## src/etp_pkg.sv

```systemverilog
// constants, register map and field layouts of the eight-bit timer
package etp_pkg;

  // register byte addresses on the lite bus
  localparam logic [7:0] ADDR_COUNT     = 8'h00;
  localparam logic [7:0] ADDR_MODE      = 8'h04;
  localparam logic [7:0] ADDR_POWER_ONE = 8'h08;
  localparam logic [7:0] ADDR_PS_VALUE  = 8'h0C;
  localparam logic [7:0] ADDR_IRQ_EN    = 8'h10;
  localparam logic [7:0] ADDR_IRQ_FLAG  = 8'h14;
  localparam logic [7:0] ADDR_OPTION    = 8'h18;

  // field positions
  localparam int POS_LOW_OSC_SEL = 7;
  localparam int POS_SRC_SEL     = 5;
  localparam int POS_EDGE_SEL    = 4;
  localparam int POS_ASSIGN_SEL  = 3;
  localparam int POS_RUN_ENABLE  = 0;
  localparam int POS_GLOBAL_IRQ  = 7;
  localparam int POS_OVF_FLAG    = 0;
  localparam int POS_OVF_IRQ_EN  = 0;
  localparam int POS_LRC_OPTION  = 0;

  // values after reset, the count maximum and the cleared prescaler value
  localparam logic [7:0] RST_COUNT     = 8'h00;
  localparam logic [7:0] RST_MODE      = 8'h3F;
  localparam logic [7:0] RST_POWER_ONE = 8'h01;
  localparam logic [7:0] RST_PS_VALUE  = 8'hFF;
  localparam logic [7:0] RST_IRQ_EN    = 8'h00;
  localparam logic [7:0] RST_OPTION    = 8'h00;
  localparam logic [7:0] COUNT_MAX     = 8'hFF;
  localparam logic [7:0] PS_CLEARED    = 8'h00;

  // bus answers
  localparam logic [1:0] RESP_OKAY   = 2'b00;
  localparam logic [1:0] RESP_SLVERR = 2'b10;
  localparam logic [31:0] READ_ZERO  = 32'h0000_0000;

  // counter mode register layout
  typedef struct packed {
    logic       low_osc_source_sel;
    logic       unused_six;
    logic       count_source_select;
    logic       count_edge_select;
    logic       prescaler_assign_select;
    logic [2:0] prescaler_ratio_select;
  } etp_mode_t;

  // rise and fall pulses of one synchronised source
  typedef struct packed {
    logic rise;
    logic fall;
  } etp_edges_t;

endpackage

```

## src/etp_timer.sv

```systemverilog
// eight-bit timer with shared prescaler and lite-bus registers
`timescale 1ns/1ps
module etp_timer
  import etp_pkg::*;
(
  input  wire logic        aclk,
  input  wire logic        aresetn,
  input  wire logic        ce,
  input  wire logic [7:0]  s_axi_awaddr,
  input  wire logic [2:0]  s_axi_awprot,
  input  wire logic        s_axi_awvalid,
  output logic             s_axi_awready,
  input  wire logic [31:0] s_axi_wdata,
  input  wire logic [3:0]  s_axi_wstrb,
  input  wire logic        s_axi_wvalid,
  output logic             s_axi_wready,
  output logic [1:0]       s_axi_bresp,
  output logic             s_axi_bvalid,
  input  wire logic        s_axi_bready,
  input  wire logic [7:0]  s_axi_araddr,
  input  wire logic [2:0]  s_axi_arprot,
  input  wire logic        s_axi_arvalid,
  output logic             s_axi_arready,
  output logic [31:0]      s_axi_rdata,
  output logic [1:0]       s_axi_rresp,
  output logic             s_axi_rvalid,
  input  wire logic        s_axi_rready,
  input  wire logic        port_pin_two,
  input  wire logic        low_rc_oscillator,
  output logic             count_pin_selected,
  output logic             irq
);

  // register state
  logic [7:0]  timer_zero;
  etp_mode_t   counter_mode_register;
  logic [7:0]  power_control_one;
  logic [7:0]  shared_prescaler;
  logic        overflow_irq_enable;
  logic        overflow_flag;
  logic        lrc_option;

  // bus state
  logic [7:0]  aw_addr;
  logic [31:0] w_data;
  logic [3:0]  w_strb;
  logic        aw_held;
  logic        w_held;

  function automatic logic hit(input logic [7:0] addr,
                               input logic [7:0] offset);
    hit = (addr[7:2] == offset[7:2]);
  endfunction

  // low-bit mask for the selected division: code n divides by 2^(n+1)
  function automatic logic [7:0] ratio_mask(input logic [2:0] code);
    logic [7:0] m;
    m = 8'h00;
    case (code)
      3'd0: m = 8'h01;
      3'd1: m = 8'h03;
      3'd2: m = 8'h07;
      3'd3: m = 8'h0F;
      3'd4: m = 8'h1F;
      3'd5: m = 8'h3F;
      3'd6: m = 8'h7F;
      default: m = 8'hFF;
    endcase
    ratio_mask = m;
  endfunction

  // ---------------- source selection and synchronisation
  etp_edges_t pin_edges;
  etp_edges_t lrc_edges;

  // both external sources cross into aclk here
  // one pulse per edge assumes source slower than aclk
  etp_edge_sync u_pin_sync (
    .aclk     (aclk),
    .aresetn  (aresetn),
    .ce       (ce),
    .async_in (port_pin_two),
    .edges    (pin_edges)
  );

  etp_edge_sync u_lrc_sync (
    .aclk     (aclk),
    .aresetn  (aresetn),
    .ce       (ce),
    .async_in (low_rc_oscillator),
    .edges    (lrc_edges)
  );

  wire run_en     = power_control_one[POS_RUN_ENABLE];
  wire global_en  = power_control_one[POS_GLOBAL_IRQ];
  wire src_ext    = counter_mode_register.count_source_select;
  wire use_lrc    = src_ext
                  & counter_mode_register.low_osc_source_sel
                  & lrc_option;
  wire pin_in_use = src_ext
                  & ~counter_mode_register.low_osc_source_sel;
  wire edge_fall  = counter_mode_register.count_edge_select;

  wire pin_event  = edge_fall ? pin_edges.fall : pin_edges.rise;
  wire lrc_event  = edge_fall ? lrc_edges.fall : lrc_edges.rise;
  wire ext_event  = use_lrc ? lrc_event : pin_event;
  wire src_event  = src_ext ? ext_event : ce;

  // ---------------- prescaler
  wire ps_to_timer = ~counter_mode_register.prescaler_assign_select;
  wire [7:0] ps_mask =
    ratio_mask(counter_mode_register.prescaler_ratio_select);
  // tick when the masked low bits roll over
  wire ps_tick     = ((shared_prescaler & ps_mask) == ps_mask);
  wire ps_step     = run_en & ps_to_timer & src_event;
  wire count_tick  = run_en & src_event
                   & (~ps_to_timer | ps_tick);

  // ---------------- bus decode
  wire aw_take   = s_axi_awvalid & s_axi_awready;
  wire w_take    = s_axi_wvalid & s_axi_wready;
  wire ar_take   = s_axi_arvalid & s_axi_arready;
  wire do_write  = aw_held & w_held & ~s_axi_bvalid;
  wire lane0     = w_strb[0];

  wire wr_count  = do_write & lane0 & hit(aw_addr, ADDR_COUNT);
  wire wr_mode   = do_write & lane0 & hit(aw_addr, ADDR_MODE);
  wire wr_power  = do_write & lane0 & hit(aw_addr, ADDR_POWER_ONE);
  wire wr_irq_en = do_write & lane0 & hit(aw_addr, ADDR_IRQ_EN);
  wire wr_flag   = do_write & lane0 & hit(aw_addr, ADDR_IRQ_FLAG);
  wire wr_option = do_write & lane0 & hit(aw_addr, ADDR_OPTION);
  wire aw_mapped = hit(aw_addr, ADDR_COUNT)
                 | hit(aw_addr, ADDR_MODE)
                 | hit(aw_addr, ADDR_POWER_ONE)
                 | hit(aw_addr, ADDR_PS_VALUE)
                 | hit(aw_addr, ADDR_IRQ_EN)
                 | hit(aw_addr, ADDR_IRQ_FLAG)
                 | hit(aw_addr, ADDR_OPTION);

  wire [7:0] wbyte = w_data[7:0];
  // writing zero to the assign bit hands the prescaler over, cleared
  wire ps_clear = wr_mode & ~wbyte[POS_ASSIGN_SEL];

  // ---------------- next values
  wire overflow_event = count_tick & (timer_zero == COUNT_MAX)
                      & ~wr_count;

  wire [7:0] next_timer_zero =
    wr_count   ? wbyte :
    count_tick ? 8'(timer_zero + 8'h01) :
                 timer_zero;

  wire [7:0] next_prescaler =
    ps_clear ? PS_CLEARED :
    ps_step  ? 8'(shared_prescaler + 8'h01) :
               shared_prescaler;

  // a set in the clearing cycle wins; only a written zero clears
  wire next_overflow_flag =
    overflow_event
    | (overflow_flag & ~(wr_flag & ~wbyte[POS_OVF_FLAG]));

  // ---------------- read mux
  wire [7:0] rd_byte =
    hit(s_axi_araddr, ADDR_COUNT)     ? timer_zero :
    hit(s_axi_araddr, ADDR_MODE)      ? counter_mode_register :
    hit(s_axi_araddr, ADDR_POWER_ONE) ? power_control_one :
    hit(s_axi_araddr, ADDR_PS_VALUE)  ? shared_prescaler :
    hit(s_axi_araddr, ADDR_IRQ_EN)    ? {7'h00, overflow_irq_enable} :
    hit(s_axi_araddr, ADDR_IRQ_FLAG)  ? {7'h00, overflow_flag} :
    hit(s_axi_araddr, ADDR_OPTION)    ? {7'h00, lrc_option} :
                                        8'h00;
  wire ar_mapped = hit(s_axi_araddr, ADDR_COUNT)
                 | hit(s_axi_araddr, ADDR_MODE)
                 | hit(s_axi_araddr, ADDR_POWER_ONE)
                 | hit(s_axi_araddr, ADDR_PS_VALUE)
                 | hit(s_axi_araddr, ADDR_IRQ_EN)
                 | hit(s_axi_araddr, ADDR_IRQ_FLAG)
                 | hit(s_axi_araddr, ADDR_OPTION);

  // ---------------- timer state
  always_ff @(posedge aclk)
  begin
    if (!aresetn)
    begin
      timer_zero       <= RST_COUNT;
      shared_prescaler <= RST_PS_VALUE;
      overflow_flag    <= 1'b0;
    end
    else if (ce)
    begin
      timer_zero       <= next_timer_zero;
      shared_prescaler <= next_prescaler;
      overflow_flag    <= next_overflow_flag;
    end
  end

  // ---------------- software-written control
  always_ff @(posedge aclk)
  begin
    if (!aresetn)
    begin
      counter_mode_register <= RST_MODE;
      power_control_one     <= RST_POWER_ONE;
      overflow_irq_enable   <= RST_IRQ_EN[POS_OVF_IRQ_EN];
      lrc_option            <= RST_OPTION[POS_LRC_OPTION];
    end
    else if (ce)
    begin
      if (wr_mode)
      begin
        counter_mode_register <= wbyte;
      end
      if (wr_power)
      begin
        power_control_one <= wbyte & 8'h81;
      end
      if (wr_irq_en)
      begin
        overflow_irq_enable <= wbyte[POS_OVF_IRQ_EN];
      end
      if (wr_option)
      begin
        lrc_option <= wbyte[POS_LRC_OPTION];
      end
    end
  end

  // ---------------- outputs from flops
  always_ff @(posedge aclk)
  begin
    if (!aresetn)
    begin
      irq                <= 1'b0;
      count_pin_selected <= 1'b0;
    end
    else if (ce)
    begin
      irq <= next_overflow_flag & overflow_irq_enable
           & global_en;
      count_pin_selected <= pin_in_use;
    end
  end

  // ---------------- write channels, accepted in either order
  always_ff @(posedge aclk)
  begin
    if (!aresetn)
    begin
      s_axi_awready <= 1'b1;
      s_axi_wready  <= 1'b1;
      s_axi_bvalid  <= 1'b0;
      s_axi_bresp   <= RESP_OKAY;
      aw_held       <= 1'b0;
      w_held        <= 1'b0;
      aw_addr       <= 8'h00;
      w_data        <= READ_ZERO;
      w_strb        <= 4'h0;
    end
    else if (ce)
    begin
      if (aw_take)
      begin
        aw_addr       <= s_axi_awaddr;
        aw_held       <= 1'b1;
        s_axi_awready <= 1'b0;
      end
      if (w_take)
      begin
        w_data       <= s_axi_wdata;
        w_strb       <= s_axi_wstrb;
        w_held       <= 1'b1;
        s_axi_wready <= 1'b0;
      end
      if (do_write)
      begin
        s_axi_bvalid <= 1'b1;
        s_axi_bresp  <= aw_mapped ? RESP_OKAY : RESP_SLVERR;
        aw_held      <= 1'b0;
        w_held       <= 1'b0;
      end
      if (s_axi_bvalid && s_axi_bready)
      begin
        s_axi_bvalid  <= 1'b0;
        s_axi_awready <= 1'b1;
        s_axi_wready  <= 1'b1;
      end
    end
  end

  // ---------------- read channel, data sampled as address is taken
  always_ff @(posedge aclk)
  begin
    if (!aresetn)
    begin
      s_axi_arready <= 1'b1;
      s_axi_rvalid  <= 1'b0;
      s_axi_rdata   <= READ_ZERO;
      s_axi_rresp   <= RESP_OKAY;
    end
    else if (ce)
    begin
      if (ar_take)
      begin
        s_axi_arready <= 1'b0;
        s_axi_rvalid  <= 1'b1;
        s_axi_rdata   <= {24'h00_0000, rd_byte};
        s_axi_rresp   <= ar_mapped ? RESP_OKAY : RESP_SLVERR;
      end
      else if (s_axi_rvalid && s_axi_rready)
      begin
        s_axi_rvalid  <= 1'b0;
        s_axi_arready <= 1'b1;
      end
    end
  end

endmodule

```

## src/etp_edge_sync.sv

```systemverilog
// two-stage synchroniser with rise and fall pulse detection
`timescale 1ns/1ps
module etp_edge_sync
  import etp_pkg::*;
(
  input  wire logic       aclk,
  input  wire logic       aresetn,
  input  wire logic       ce,
  input  wire logic       async_in,
  output etp_edges_t      edges
);

  logic meta;
  logic sync;
  logic prev;

  // only sync and prev feed the edge logic; meta is read only by the sync stage
  always_ff @(posedge aclk)
  begin
    if (!aresetn)
    begin
      meta <= 1'b0;
      sync <= 1'b0;
      prev <= 1'b0;
    end
    else if (ce)
    begin
      meta <= async_in;
      sync <= meta;
      prev <= sync;
    end
  end

  assign edges.rise = ce & sync & ~prev;
  assign edges.fall = ce & ~sync & prev;

endmodule

```

## config.mk

```make
export PLATFORM = sky130hd
export DESIGN_NAME = etp_timer
export DESIGN_NICKNAME = d
export VERILOG_FILES = /design/src/etp_pkg.sv /design/src/etp_timer.sv /design/src/etp_edge_sync.sv
export SDC_FILE = /design/constraint.sdc
export NUM_CORES = 1
export LEC_CHECK = 0
export BUFFER_PORTS_ARGS = -buffer_cell sky130_fd_sc_hd__buf_2
export CAP_MARGIN = 20
export CORE_MARGIN = 2
export CORE_UTILIZATION = 56
export DETAILED_ROUTE_END_ITERATION = 8
export GPL_TIMING_DRIVEN = 0
export PLACE_DENSITY = 0.86
export SYNTH_ARGS = -nofsm -noshare
export SYNTH_HDL_FRONTEND = slang
export SYNTH_SLANG_ARGS = --single-unit
```

## constraint.sdc

```tcl
create_clock -name aclk -period 4.1 [get_ports aclk]
set_input_delay 0.615 -clock aclk [delete_from_list [all_inputs] [get_ports aclk]]
set_output_delay 0.615 -clock aclk [all_outputs]
set_load 0.01 [all_outputs]
```

==> metrics.txt <==
Max VDD drop=around 0.27 mV; simple-gate share of the synthesized area=0.2622; crit path capture type=register; data required time of the critical path=4.29 ns; P per Cell Area=339.7 mW/mm²; dominant combinational cell family by area after synthesis=simple AND/OR/NAND/NOR gates; Post-synth EDFFs=0; CTS H-tree lvls=3; placer's final routability congestion estimate=0.9502; Pins Over Slew Limit=0; cells on worst reg2reg path=6; setup repair after global routing missed its margin=no; CTS Root Buffer Type=clkbuf_8; DPL Wire Length=7.064 mm; final global-route overflow total=0; CTS tree=yes; crit start category=register; Routed Wire Length=9.971 mm; CORE AREA=~0.0064 mm²; post-synthesis compound-gate area fraction=0.1443; largest driver fanout on the critical path=8; Sequential cell area=0.001381 mm²; detailed-router iteration count before antenna repair=7; count of maximum capacitance violations=0; met2 global-route usage=0.4433; Inserted Diodes=0; Place WS=~1.5 ns; met1 routing resource usage after global routing=0.3402; Seq/Total Area, Yosys=0.3679; leak pwr=around 1.9 nW; largest net degree at the start of global routing=15; floorplan row count=29; # Post-CTS Setup Buffers=0; aggregate global-route resource usage=0.2746; # hold bufs at CTS=0; post-detailed-route DRC marker count=4; clock-pin slew on the worst setup and hold paths=0.08 ns; Setup Crit Path Kind=register to register; post-layout instance count excluding filler cells=603; clk_skew=0.009959 ns; critical path's slowest cell=nor4_1; initial standard-cell utilization of the core=0.5846; post-route worst hold slack=0.4927 ns; First DRT Iteration DRCs=between 300 and 400; Final Cell Area=0.004404 mm²; CTS sink count=69; initial antenna violation count=0; Top Usage Layer GRT=met2; maximum buffer depth of the clock tree=2; arithmetic-cell share of the synthesized area counting full adders, half adders and majority gates=0.006664; arrival time of the worst setup path=2.69 ns; met3 Use GR=0.07315; fill cell instance count of the final layout=519; area used by multi-input combinational logic=roughly 0.0021 mm²; series of cell instances along the critical path=or4_1 > buf_2 > nor4_1 > and2_1 > clkbuf_1 > o311ai_0; setup ws final=1.602 ns; Post-DRT Antenna Nets=0; Port-buffer cells=46; Final Cycle Share=0.6094; post-DR vias/cell=5.869; mux contribution to synthesized area=0.1120; violations in the final reports=design-rule violations; xor-xnor portion of the synthesized cell area=0.01400; class of the tightest hold or removal check=register to register; width of the die=between 80 and 90 µm; number of global-route vias before repair=about 3,200; IO Count=roughly 110; share of synthesized registers carrying an async set or reset=0; fraction of layout cells with a size suffix above 1=0.2091; number of synthesized register bits=69; Worst-Skew Late Latency=0.35 ns; Synth Warn #=0; run status=complete, but fails checks; # nets final=591; height of the chip=~86 µm; largest incremental delay on the critical path=0.66 ns; number of vias after detailed routing=~3,500; placed cells=587; Max Fclk=about 0.4 GHz; hold path depth=2; area delta synth->final=17.29%; routed wire length per instance=roughly 17 µm; measured slew at the worst slew-check pin=between 0.9 and 1 ns; time the final worst path needs with I/O delays and setup=2.498 ns; cells resized by post-CTS repair=0; post-placement cell area=0.004175 mm²; slew margin rel.=0.3703; number of hold-slack violations in the final timing report=0; cell area after synthesis=between 0.003 and 0.004 mm²; global-route wire length before repair=15.78 mm; final count of negative-setup-slack endpoints=0; main flop type after synthesis=dfxtp_1; synthesized area divided by synthesized cell count=8.553 µm²; cts bufs inserted=9; number of distinct standard cells referenced by the synthesized netlist=57; final sum of negative setup slack=0 ns; Synth Instances=439; Total Die Area=0.007376 mm²
## worst paths after layout
path	startpoint	endpoint	slack, ns
setup / recovery	aw_addr[7]	shared_prescaler[1]	1.60
hold / removal	w_strb[0]	w_strb[0]	0.49
setup reg to reg	aw_addr[7]	shared_prescaler[1]	1.60
hold reg to reg	w_strb[0]	w_strb[0]	0.49
## flip-flops by register name, indices dropped and copies added, names as in the netlist, 2 cells and up
name and count:
aw_addr 6, counter_mode_register 6, power_control_one 2, s_axi_rdata 8, shared_prescaler 8, timer_zero 8
w_data 8
## synthesized netlist by cell type, types with 9 or more instances
library cell  instances  area (µm²)
clkbuf_1             18       67.56
nor2_1               14       52.55
nand4_1              11       68.82
nor2b_1              30       187.7
a21boi_0             11       82.58
nand3_1              15       75.07
nand2_1              59       221.5
nor4_1                9       56.30
a31oi_1               9       56.30
buf_4                26       195.2
o21ai_0              23       115.1
nor3_1               10       50.05
inv_1                10       37.54
mux2i_1              33       330.3
dfxtp_1              69        1381
## metal layers
metal	up-vias	part of all wire
met2	159	0.48
met1	1642	0.41
met3	42	0.070
met4	0	0.038
li1	1696	-
met5	-	0
## per-stage QoR
step	utilization	power (W)
2_1_floorplan	-	0.0008137
3_3_place_gp	0.6501	0.0008558
3_5_place_dp	0.6501	0.0008586
4_1_cts	0.6858	0.001498
5_1_grt	0.6858	0.001541
6_report	0.6858	0.001496
## cell type report
| type | instances | area share |
|---|---|---|
| Clock buffer | 9 | 0.02813 |
| Multi-Input combinational cell | 334 | 0.4818 |
| Inverter | 10 | 0.008523 |
| Tap cell | 77 | 0.02188 |
| Sequential cell | 69 | 0.3136 |
| Buffer | 51 | 0.06989 |
| Clock inverter | 7 | 0.02386 |
| Timing Repair Buffer | 46 | 0.05227 |
## kinds of logic (layout without fill, tap and decap cells)
group,Yosys count,in the layout
buffers and inverters,61,123
AO/OA/AOI/OAI,82,82
other,1,26
XOR/XNOR,6,6
AND/OR/NAND/NOR,179,179
flip-flops,69,69
adder cells (fa/ha/maj),2,2
multiplexers,39,39
## layout by cell type (no fill, tap or decap), drive strengths merged, types with 7 or more instances in the layout
master,count
a21boi,12
a21oi,8
a22oi,7
a31oi,9
buf,79
clkbuf,27
conb,26
dfxtp,69
inv,13
mux2i,33
nand2,59
nand3,15
nand4,11
nor2,14
nor2b,30
nor3,10
nor4,10
o21ai,25
## critical path: cells and delay by family (launching register included)
| kind | cells | cell delay [ns] |
|---|---|---|
| and+or+nand+nor | 3 | 1.37 |
| buffers and inverters | 2 | 0.45 |
| DFF | 1 | 0.33 |
| AOI/OAI and AO/OA | 1 | 0.17 |
## power by group
part / leakage [nW] / total, W / switching [W] / internal, W
Combinational: 1.25 / 0.000147 / 0.0000815 / 0.0000655
Sequential: 0.560 / 0.000701 / 0.0000160 / 0.000685
Clock: 0.112 / 0.000648 / 0.000296 / 0.000352
Total: 1.92 / 0.00150 / 0.000394 / 0.00110
No activity file was read; power rests on OpenSTA's default activity.
